### src/isdp_pkg.sv
// Constants, types and encodings shared by the subtract and multiply datapath.
package isdp_pkg;

  localparam logic [5:0] OPX_SUB      = 6'h04;
  localparam logic [5:0] OPX_SUBCC    = 6'h14;
  localparam logic [5:0] OPX_SUBX     = 6'h0C;
  localparam logic [5:0] OPX_SUBXCC   = 6'h1C;
  localparam logic [5:0] OPX_TSUBCC   = 6'h21;
  localparam logic [5:0] OPX_TSUBCCTV = 6'h23;
  localparam logic [5:0] OPX_MULSCC   = 6'h24;
  localparam logic [5:0] OPX_UMUL     = 6'h0A;
  localparam logic [5:0] OPX_SMUL     = 6'h0B;
  localparam logic [5:0] OPX_UMULCC   = 6'h1A;
  localparam logic [5:0] OPX_SMULCC   = 6'h1B;

  localparam int         IMM_W        = 13;
  localparam int         IMM_SIGN_POS = 12;
  localparam int         TAG_W        = 2;

  localparam logic [31:0] FLAGS_OFFSET = 32'h0000_0000;
  localparam logic [31:0] UPPER_OFFSET = 32'h0000_0004;
  localparam logic [31:0] TRAPS_OFFSET = 32'h0000_0008;
  localparam int          FLAGS_LSB    = 0;
  localparam int          FLAGS_W      = 4;

  localparam logic [1:0]  RESP_OKAY    = 2'h0;
  localparam logic [1:0]  RESP_SLVERR  = 2'h2;

  localparam logic [31:0] UPPER_RESET  = 32'h0000_0000;
  localparam logic [3:0]  FLAGS_RESET  = 4'h0;
  localparam logic [15:0] TRAPS_RESET  = 16'h0000;

  typedef struct packed {
    logic n;
    logic z;
    logic v;
    logic c;
  } isdp_icc_s;

  typedef struct packed {
    logic                   valid;
    logic [5:0]             opcode_extension_field;
    logic                   imm_sel;
    logic [IMM_W-1:0]       short_immediate_field;
    logic [31:0]            first_source_value;
    logic [31:0]            second_source_value;
  } isdp_req_s;

  typedef struct packed {
    logic        valid;
    logic        write_dest;
    logic        tag_trap;
    logic        illegal;
    logic [31:0] data;
  } isdp_res_s;

  typedef struct packed {
    logic [31:0] upper;
    isdp_icc_s   icc;
    isdp_res_s   res;
    logic [15:0] traps;
    logic        aw_got;
    logic [31:0] aw_addr;
    logic        w_got;
    logic [31:0] wdata;
    logic [3:0]  wstrb;
    logic        bvalid;
    logic [1:0]  bresp;
    logic        rvalid;
    logic [31:0] rdata;
    logic [1:0]  rresp;
  } isdp_state_s;

endpackage

### src/isdp_datapath.sv
// Subtract, tagged subtract, multiply-step and full multiply unit with register port.
`timescale 1ns/10ps
module isdp_datapath
  import isdp_pkg::*;
(
  input  wire logic        CLK,
  input  wire logic        RST,
  input  wire logic        CE,
  input  wire isdp_req_s   REQ,
  output      isdp_res_s   RES,
  output      isdp_icc_s   FLAGS,
  output      logic [31:0] UPPER_PRODUCT,
  input  wire logic        S_AXI_AWVALID,
  output      logic        S_AXI_AWREADY,
  input  wire logic [31:0] S_AXI_AWADDR,
  input  wire logic        S_AXI_WVALID,
  output      logic        S_AXI_WREADY,
  input  wire logic [31:0] S_AXI_WDATA,
  input  wire logic [3:0]  S_AXI_WSTRB,
  output      logic        S_AXI_BVALID,
  input  wire logic        S_AXI_BREADY,
  output      logic [1:0]  S_AXI_BRESP,
  input  wire logic        S_AXI_ARVALID,
  output      logic        S_AXI_ARREADY,
  input  wire logic [31:0] S_AXI_ARADDR,
  output      logic        S_AXI_RVALID,
  input  wire logic        S_AXI_RREADY,
  output      logic [31:0] S_AXI_RDATA,
  output      logic [1:0]  S_AXI_RRESP
);

  isdp_state_s q;
  isdp_state_s d;

  logic               fire_w;
  logic [31:0]        src1_w;
  logic [31:0]        op2_w;
  logic               cin_w;
  logic [32:0]        diff_w;
  logic               sub_v_w;
  logic               tag_w;
  logic               nv_w;
  logic [31:0]        msh_w;
  logic [31:0]        madd_w;
  logic [32:0]        msum_w;
  logic               mv_w;
  logic               sx_w;
  logic signed [65:0] pfull_w;
  logic [63:0]        prod_w;
  logic               flag_wr_w;
  logic               aw_hs_w;
  logic               w_hs_w;
  logic               ar_hs_w;
  logic [5:0]         opx_w;
  logic [31:0]        upper_w;
  logic               c_w;
  logic               wr_do_w;

  function automatic logic [31:0] merge_bytes(input logic [31:0] old_val,
                                              input logic [31:0] new_val,
                                              input logic [3:0]  strb);
    logic [31:0] r;
    r = old_val;
    for (int b = 0; b < 4; b++) begin
      if (strb[b]) begin
        r[b*8 +: 8] = new_val[b*8 +: 8];
      end
    end
    return r;
  endfunction

  assign opx_w   = REQ.opcode_extension_field;
  assign fire_w  = CE && REQ.valid;
  assign src1_w  = REQ.first_source_value;
  assign upper_w = q.upper;
  assign c_w     = q.icc.c;
  assign op2_w   = REQ.imm_sel ?
                   {{(32-IMM_W){REQ.short_immediate_field[IMM_SIGN_POS]}},
                    REQ.short_immediate_field} : REQ.second_source_value;

  // Carry enters only for the extended forms.
  assign cin_w   = ((opx_w == OPX_SUBX) || (opx_w == OPX_SUBXCC)) ? q.icc.c : 1'b0;
  assign diff_w  = {1'b0, src1_w} - {1'b0, op2_w} - {32'h0000_0000, cin_w};
  assign sub_v_w = (src1_w[31] ^ op2_w[31]) & (diff_w[31] ^ src1_w[31]);
  assign tag_w   = (|src1_w[TAG_W-1:0]) | (|op2_w[TAG_W-1:0]) | sub_v_w;

  assign nv_w    = q.icc.n ^ q.icc.v;
  assign msh_w   = {nv_w, src1_w[31:1]};
  assign madd_w  = q.upper[0] ? op2_w : 32'h0000_0000;
  assign msum_w  = {1'b0, msh_w} + {1'b0, madd_w};
  assign mv_w    = (msh_w[31] == madd_w[31]) & (msum_w[31] != msh_w[31]);

  // A 33x33 signed product serves both signednesses without a second multiplier.
  assign sx_w    = (opx_w == OPX_SMUL) || (opx_w == OPX_SMULCC);
  assign pfull_w = $signed({sx_w & src1_w[31], src1_w}) *
                   $signed({sx_w & op2_w[31], op2_w});
  assign prod_w  = pfull_w[63:0];

  assign aw_hs_w = S_AXI_AWVALID && S_AXI_AWREADY;
  assign w_hs_w  = S_AXI_WVALID && S_AXI_WREADY;
  assign ar_hs_w = S_AXI_ARVALID && S_AXI_ARREADY;
  assign wr_do_w   = q.aw_got && q.w_got && !q.bvalid;
  assign flag_wr_w = wr_do_w && (q.aw_addr == FLAGS_OFFSET);

  always_comb begin
    d = q;
    d.res.valid = 1'b0;

    // Register port: address and data may arrive in either order.
    if (aw_hs_w) begin
      d.aw_got  = 1'b1;
      d.aw_addr = S_AXI_AWADDR;
    end
    if (w_hs_w) begin
      d.w_got = 1'b1;
      d.wdata = S_AXI_WDATA;
      d.wstrb = S_AXI_WSTRB;
    end
    if (q.aw_got && q.w_got && !q.bvalid) begin
      d.aw_got = 1'b0;
      d.w_got  = 1'b0;
      d.bvalid = 1'b1;
      d.bresp  = RESP_OKAY;
      if (q.aw_addr == FLAGS_OFFSET) begin
        if (q.wstrb[0]) begin
          d.icc = isdp_icc_s'(q.wdata[FLAGS_LSB +: FLAGS_W]);
        end
      end else if (q.aw_addr == UPPER_OFFSET) begin
        d.upper = merge_bytes(q.upper, q.wdata, q.wstrb);
      end else if (q.aw_addr != TRAPS_OFFSET) begin
        d.bresp = RESP_SLVERR;
      end
    end
    if (q.bvalid && S_AXI_BREADY) begin
      d.bvalid = 1'b0;
    end
    if (ar_hs_w) begin
      d.rvalid = 1'b1;
      d.rresp  = RESP_OKAY;
      if (S_AXI_ARADDR == FLAGS_OFFSET) begin
        d.rdata = {28'h000_0000, q.icc};
      end else if (S_AXI_ARADDR == UPPER_OFFSET) begin
        d.rdata = q.upper;
      end else if (S_AXI_ARADDR == TRAPS_OFFSET) begin
        d.rdata = {16'h0000, q.traps};
      end else begin
        d.rdata = 32'h0000_0000;
        d.rresp = RESP_SLVERR;
      end
    end else if (q.rvalid && S_AXI_RREADY) begin
      d.rvalid = 1'b0;
    end

    // An instruction in the same cycle as a register write wins the flags and upper word.
    if (REQ.valid) begin
      d.res.valid      = 1'b1;
      d.res.write_dest = 1'b1;
      d.res.tag_trap   = 1'b0;
      d.res.illegal    = 1'b0;
      d.res.data       = diff_w[31:0];
      case (opx_w)
        OPX_SUB, OPX_SUBX: begin
          d.res.data = diff_w[31:0];
        end
        OPX_SUBCC, OPX_SUBXCC: begin
          d.icc = '{n: diff_w[31], z: (diff_w[31:0] == 32'h0000_0000),
                    v: sub_v_w, c: diff_w[32]};
        end
        OPX_TSUBCC: begin
          d.icc = '{n: diff_w[31], z: (diff_w[31:0] == 32'h0000_0000),
                    v: tag_w, c: diff_w[32]};
        end
        OPX_TSUBCCTV: begin
          if (tag_w) begin
            d.res.write_dest = 1'b0;
            d.res.tag_trap   = 1'b1;
            d.traps          = 16'(q.traps + 16'h0001);
          end else begin
            d.icc = '{n: diff_w[31], z: (diff_w[31:0] == 32'h0000_0000),
                      v: 1'b0, c: diff_w[32]};
          end
        end
        OPX_MULSCC: begin
          d.res.data = msum_w[31:0];
          d.icc = '{n: msum_w[31], z: (msum_w[31:0] == 32'h0000_0000),
                    v: mv_w, c: msum_w[32]};
          d.upper = {src1_w[0], q.upper[31:1]};
        end
        OPX_UMUL, OPX_SMUL: begin
          d.res.data = prod_w[31:0];
          d.upper    = prod_w[63:32];
        end
        OPX_UMULCC, OPX_SMULCC: begin
          d.res.data = prod_w[31:0];
          d.upper    = prod_w[63:32];
          d.icc = '{n: prod_w[31], z: (prod_w[31:0] == 32'h0000_0000),
                    v: 1'b0, c: 1'b0};
        end
        default: begin
          // Codes outside this unit are reported back and write nothing.
          d.res.write_dest = 1'b0;
          d.res.illegal    = 1'b1;
        end
      endcase
    end
  end

  always_ff @(posedge CLK) begin
    if (RST) begin
      q <= '{upper: UPPER_RESET, icc: isdp_icc_s'(FLAGS_RESET), res: '0,
             traps: TRAPS_RESET, aw_addr: 32'h0000_0000, wdata: 32'h0000_0000,
             rdata: 32'h0000_0000, default: '0};
    end else if (CE) begin
      q <= d;
    end
  end

  assign RES           = q.res;
  assign FLAGS         = q.icc;
  assign UPPER_PRODUCT = q.upper;
  // Readies drop with the clock enable, since frozen state cannot take a beat.
  assign S_AXI_AWREADY = CE && !q.aw_got && !q.bvalid;
  assign S_AXI_WREADY  = CE && !q.w_got && !q.bvalid;
  assign S_AXI_BVALID  = q.bvalid;
  assign S_AXI_BRESP   = q.bresp;
  assign S_AXI_ARREADY = CE && !q.rvalid;
  assign S_AXI_RVALID  = q.rvalid;
  assign S_AXI_RDATA   = q.rdata;
  assign S_AXI_RRESP   = q.rresp;

  chk_sub_result: assert property (@(posedge CLK) disable iff (RST)
    fire_w && (opx_w == OPX_SUB) |=> RES.data == $past(src1_w) - $past(op2_w))
    else $error("Plain subtract result wrong.");

  chk_subx_carry: assert property (@(posedge CLK) disable iff (RST)
    fire_w && (opx_w == OPX_SUBX)
    |=> RES.data == $past(src1_w) - $past(op2_w) - {31'h0, $past(c_w)})
    else $error("Extended subtract ignored carry.");

  chk_nocc_flags: assert property (@(posedge CLK) disable iff (RST)
    fire_w && !flag_wr_w && ((opx_w == OPX_SUB) || (opx_w == OPX_SUBX) ||
                             (opx_w == OPX_UMUL) || (opx_w == OPX_SMUL))
    |=> $stable(FLAGS))
    else $error("Non-flag operation changed flags.");

  chk_sub_ovf: assert property (@(posedge CLK) disable iff (RST)
    fire_w && (opx_w == OPX_SUBCC) && (src1_w[31] == op2_w[31])
    |=> !FLAGS.v)
    else $error("Overflow set with equal signs.");

  chk_tag_trap: assert property (@(posedge CLK) disable iff (RST)
    fire_w && !wr_do_w && (opx_w == OPX_TSUBCCTV) && (|src1_w[1:0])
    |=> RES.tag_trap && !RES.write_dest && $stable(FLAGS) && $stable(UPPER_PRODUCT))
    else $error("Tag trap did not block update.");

  chk_tag_clean: assert property (@(posedge CLK) disable iff (RST)
    fire_w && (opx_w == OPX_TSUBCCTV) && !tag_w
    |=> !FLAGS.v && RES.write_dest && !RES.tag_trap)
    else $error("Clean trapping tagged subtract wrong.");

  chk_tsub_v: assert property (@(posedge CLK) disable iff (RST)
    fire_w && (opx_w == OPX_TSUBCC)
    |=> (FLAGS.v == $past(tag_w)) && RES.write_dest && !RES.tag_trap)
    else $error("Tagged subtract overflow flag wrong.");

  chk_muls_upper: assert property (@(posedge CLK) disable iff (RST)
    fire_w && (opx_w == OPX_MULSCC)
    |=> UPPER_PRODUCT == {$past(src1_w[0]), $past(upper_w[31:1])})
    else $error("Multiply-step upper shift wrong.");

  chk_muls_noadd: assert property (@(posedge CLK) disable iff (RST)
    fire_w && (opx_w == OPX_MULSCC) && !upper_w[0]
    |=> RES.data == {$past(nv_w), $past(src1_w[31:1])})
    else $error("Multiply-step added when bit was zero.");

  chk_umul_prod: assert property (@(posedge CLK) disable iff (RST)
    fire_w && (opx_w == OPX_UMUL)
    |=> {UPPER_PRODUCT, RES.data} == {32'h0000_0000, $past(src1_w)} *
                                     {32'h0000_0000, $past(op2_w)})
    else $error("Unsigned product wrong.");

  chk_smul_prod: assert property (@(posedge CLK) disable iff (RST)
    fire_w && (opx_w == OPX_SMUL)
    |=> {UPPER_PRODUCT, RES.data} ==
        64'($signed({{32{$past(src1_w[31])}}, $past(src1_w)}) *
            $signed({{32{$past(op2_w[31])}}, $past(op2_w)})))
    else $error("Signed product wrong.");

  chk_mul_flags: assert property (@(posedge CLK) disable iff (RST)
    fire_w && ((opx_w == OPX_UMULCC) || (opx_w == OPX_SMULCC))
    |=> !FLAGS.v && !FLAGS.c && (FLAGS.z == (RES.data == 32'h0000_0000)) &&
        (FLAGS.n == RES.data[31]))
    else $error("Multiply flags wrong.");

endmodule // isdp_datapath

### config.mk
export PLATFORM = sky130hd
export DESIGN_NAME = isdp_datapath
export DESIGN_NICKNAME = d
export VERILOG_FILES = /design/src/isdp_pkg.sv /design/src/isdp_datapath.sv
export SDC_FILE = /design/constraint.sdc
export NUM_CORES = 2
export LEC_CHECK = 0
export BUFFER_PORTS_ARGS = -buffer_cell sky130_fd_sc_hd__buf_2
export CORE_UTILIZATION = 59
export DETAILED_ROUTE_END_ITERATION = 10
export PLACE_DENSITY = 0.85
export REMOVE_ABC_BUFFERS = 1
export SLEW_MARGIN = 20
export SYNTH_ARGS = -nofsm -noshare
export SYNTH_HDL_FRONTEND = slang
export SYNTH_SLANG_ARGS = --single-unit
### constraint.sdc
create_clock -name CLK -period 9.25 [get_ports CLK]
set_clock_uncertainty 0.2 [all_clocks]
set_input_delay 0.4625 -clock CLK [delete_from_list [all_inputs] [get_ports CLK]]
set_output_delay 0.4625 -clock CLK [all_outputs]
set_load 0.005 [all_outputs]
==> flow_metrics.tcl <==
set metrics [dict create \
    status "finished, final reports clean" \
    hold_buffers 0 \
    finalNetCount 8043 \
    place_congestion 1.03 \
    fp.dieW_um 299 \
    timing_hold_violations_final 0 \
    period_needed_ns 8.88 \
    fmaxAchievable_mhz 113 \
    grt_usage 0.396 \
    hold-worst-slack_ns 0.0531 \
    postSynthCellCount 6118 \
    number_of_buffer_and_inverter_instances_along_the_worst_setup_path 8 \
    worstSetupStartpoint "REQ[76]" \
    maxCapViolCount 0 \
    gr-max-usage-layer "met2" \
    cts_tree "built" \
    antenna_violations_before_repair 8 \
    timing.final.crit_share 0.960 \
    detail_route.wl_per_cell_um 22.9 \
    setup.worst_path.class "in -> reg" \
    dpl_worst_slack_ns 0.0794 \
    cp_max_fo 16 \
    worst_setup_path_start_kind "primary input" \
    total_number_of_vias 44900 \
    placementRows 108 \
    finalWorstSetupSlack_ns 0.367 \
    grt_use_met2 0.629 \
    yosys_register_bits 194 \
    detail_route.vias_per_cell 5.94 \
    grt_pass1_wl_mm 270 \
    cell_with_the_biggest_individual_delay_on_the_critical_path "sky130_fd_sc_hd__fa_1" \
    mappedNetlistArea_mm2 0.0522 \
    critPathRequiredTime_ns 9.39 \
    avgSynthCellArea_um2 8.53 \
    clk_pin_slew_worst_paths_ns 0.08 \
    crit_family "adder cells" \
    tritoncts.num_buffers 17 \
    ys_seq_area_frac 0.0744 \
    worst_r2r_src "UPPER_PRODUCT[0]$_SDFFE_PP0P_" \
    slew_violations 0 \
    half_perimeter_wire_length_after_placement_mm 146 \
    netlist-cell-type-count 99 \
    dieHeight_um 299 \
    finalSetupViolations 0 \
    critical_path.max_stage_delay_ns 0.58 \
    cts.sinks 194 \
    setup.reg_to_reg.worst_slack_ns 3.94 \
    hold_crit_start "S_AXI_AWADDR[22]" \
    cts-htree-levels 4 \
    syn_to_final_growth_pct 9.09 \
    timing.critical_path.arrival_ns 9.03 \
    grt_start_max_net_pins 84 \
    start_util 0.599 \
    num_io_pins 306 \
    floorplan.core_area_mm2 0.0872 \
    timing.critical_path.mode_cell "sky130_fd_sc_hd__fa_1" \
    layout.cells.most_common_list "sky130_fd_sc_hd__inv_1, sky130_fd_sc_hd__fa_1, sky130_fd_sc_hd__nand2_1" \
    layout_commonest_cell "sky130_fd_sc_hd__inv_1" \
    yosys_most_used_dff "sky130_fd_sc_hd__dfxtp_1" \
    number_of_remaining_drc_errors 0 \
    clkLatencyLatePin_ns 0.44 \
    clock_tree.buffer_depth 2 \
    use_met1 0.498 \
    die_area_mm2 0.0897 \
    drive_gt1_frac 0.117 \
    cts_setup_buffers 0 \
    first_global_vias 47500 \
    route.final.wire_length_mm 173 \
    unrepaired_setup_endpoints_after_global_routing "no" \
    hold_path.class "in -> reg" \
    synth-async-reset-ratio 0 \
    grt.overflow.total 0 \
    antenna_violating_nets_post_route 0 \
    timing.critical_path.to_type "flip-flop" \
    cts_root_buffer "sky130_fd_sc_hd__clkbuf_16" \
    max-slew-margin-rel 0.297 \
    synth.yosys.warnings 0 \
    port_buffers 303 \
    worst_pin_slew_ns 1.05 \
    finalCoreUtilization 0.653 \
    gr_met3_demand_resource 0.0928 \
    synth-edff-count 0 \
    drt-pass1-iter-count 9 \
    drt_iter0_drc 5026 \
]
## flip-flops by register name, summed over array words and instances (netlist names), 3 cells and up
register,flops
RES,36
FLAGS,3
S_AXI_RDATA,32
UPPER_PRODUCT,32
q,86
## timing repair
action,4_1_cts,5_1_grt
endpoints found under the hold margin,0,0
gates resized for setup,0,1
endpoints found under the setup margin,0,1
## synthesized netlist by cell type, types with 8 or more instances
library cell | number | area, µm²
sky130_fd_sc_hd__o22ai_1 | 15 | 93.8
sky130_fd_sc_hd__nand3_1 | 43 | 215
sky130_fd_sc_hd__mux2i_1 | 26 | 260
sky130_fd_sc_hd__nand4_1 | 25 | 156
sky130_fd_sc_hd__a211o_1 | 12 | 105
sky130_fd_sc_hd__xnor2_1 | 83 | 727
sky130_fd_sc_hd__clkinv_1 | 23 | 86.3
sky130_fd_sc_hd__buf_1 | 35 | 131
sky130_fd_sc_hd__o21a_1 | 26 | 195
sky130_fd_sc_hd__xor2_1 | 47 | 412
sky130_fd_sc_hd__o21bai_1 | 12 | 90.1
sky130_fd_sc_hd__a221oi_1 | 21 | 184
sky130_fd_sc_hd__a22oi_1 | 48 | 360
sky130_fd_sc_hd__o221ai_1 | 12 | 105
sky130_fd_sc_hd__or2_2 | 8 | 50.1
sky130_fd_sc_hd__inv_1 | 1288 | 4830
sky130_fd_sc_hd__or4_1 | 9 | 67.6
sky130_fd_sc_hd__a222oi_1 | 10 | 100
sky130_fd_sc_hd__o31ai_1 | 8 | 60.1
sky130_fd_sc_hd__nor4_1 | 26 | 163
sky130_fd_sc_hd__or3_1 | 13 | 81.3
sky130_fd_sc_hd__a31oi_1 | 22 | 138
sky130_fd_sc_hd__mux2_2 | 14 | 158
sky130_fd_sc_hd__o21ai_0 | 122 | 611
sky130_fd_sc_hd__and2_1 | 232 | 1450
sky130_fd_sc_hd__a211oi_1 | 18 | 135
sky130_fd_sc_hd__clkbuf_1 | 262 | 983
sky130_fd_sc_hd__nor2b_1 | 15 | 93.8
sky130_fd_sc_hd__nand2_1 | 925 | 3470
sky130_fd_sc_hd__and3_1 | 27 | 169
sky130_fd_sc_hd__o211ai_1 | 18 | 135
sky130_fd_sc_hd__ha_1 | 337 | 4220
sky130_fd_sc_hd__nor2_1 | 405 | 1520
sky130_fd_sc_hd__fa_1 | 1128 | 22600
sky130_fd_sc_hd__dfxtp_1 | 194 | 3880
sky130_fd_sc_hd__buf_4 | 108 | 811
sky130_fd_sc_hd__a21oi_1 | 237 | 1190
sky130_fd_sc_hd__nor3_1 | 37 | 185
sky130_fd_sc_hd__a21o_1 | 82 | 616
## worst paths after layout
kind                               endpoint  cells past startpoint
max          UPPER_PRODUCT[19]$_SDFFE_PP0P_                     31
min                      q[97]$_SDFFE_PP0P_                      3
max reg2reg           FLAGS[2]$_SDFFE_PP0P_                     15
min reg2reg              q[96]$_SDFFE_PP0P_                      2
## worst reg2reg max path, cell delays in order (launching register included)
cell and delay (ns):
sky130_fd_sc_hd__dfxtp_1 0.60, sky130_fd_sc_hd__buf_4 0.36, sky130_fd_sc_hd__and2_1 0.17, sky130_fd_sc_hd__ha_1 0.22
sky130_fd_sc_hd__fa_1 0.46, sky130_fd_sc_hd__a211o_1 0.35, sky130_fd_sc_hd__a21oi_1 0.28, sky130_fd_sc_hd__o311ai_1 0.24
sky130_fd_sc_hd__a211oi_2 0.67, sky130_fd_sc_hd__o41ai_1 0.17, sky130_fd_sc_hd__nor3b_1 0.67, sky130_fd_sc_hd__nor4_1 0.18
sky130_fd_sc_hd__nand4b_1 0.14, sky130_fd_sc_hd__o41ai_1 0.07, sky130_fd_sc_hd__a21oi_1 0.30, sky130_fd_sc_hd__o211ai_2 0.10
## cell families (layout without fill, tap and decap cells)
kind of cell / Yosys count / count (layout) / synth area share
buffers and inverters: 1721 / 1999 / 0.132
adders and majority gates: 1465 / 1465 / 0.513
and+or+nand+nor: 1809 / 1809 / 0.153
AOI/OAI and AO/OA: 757 / 757 / 0.0972
other: 1 / 8 / 0.0000719
DFF: 194 / 194 / 0.0744
xor gates and xnor gates: 130 / 130 / 0.0218
muxes: 41 / 41 / 0.00844
## metal layers
metal  vias to the layer above  share of wire
li1                      19100              -
met3                       694           0.11
met2                      2797           0.46
met1                     22300           0.36
met4                        10          0.072
met5                         -        0.00042
## through the flow
step	setup TNS (ns)	std cells	instance area (µm²)
CTS	0	7552	56900
floorplan	-13.27	5711	50300
detailed placement	0	7521	56300
global placement	0	7521	56300
finish	0	7558	56900
global route	0	7554	56900
## cell type report
type | instances | area (µm²)
Clock buffer | 18 | 439
Antenna cell | 6 | 15.0
Multi-Input combinational cell | 4204 | 41500
Inverter | 1313 | 4930
Timing Repair Buffer | 655 | 4540
Sequential cell | 194 | 3880
Clock inverter | 13 | 195
Fill cell | 6952 | 30200
Tap cell | 1155 | 1450
Power is left out: the tool's default activity adds up to more than one toggle a clock period on the data nets, which glitch-free logic cannot reach.
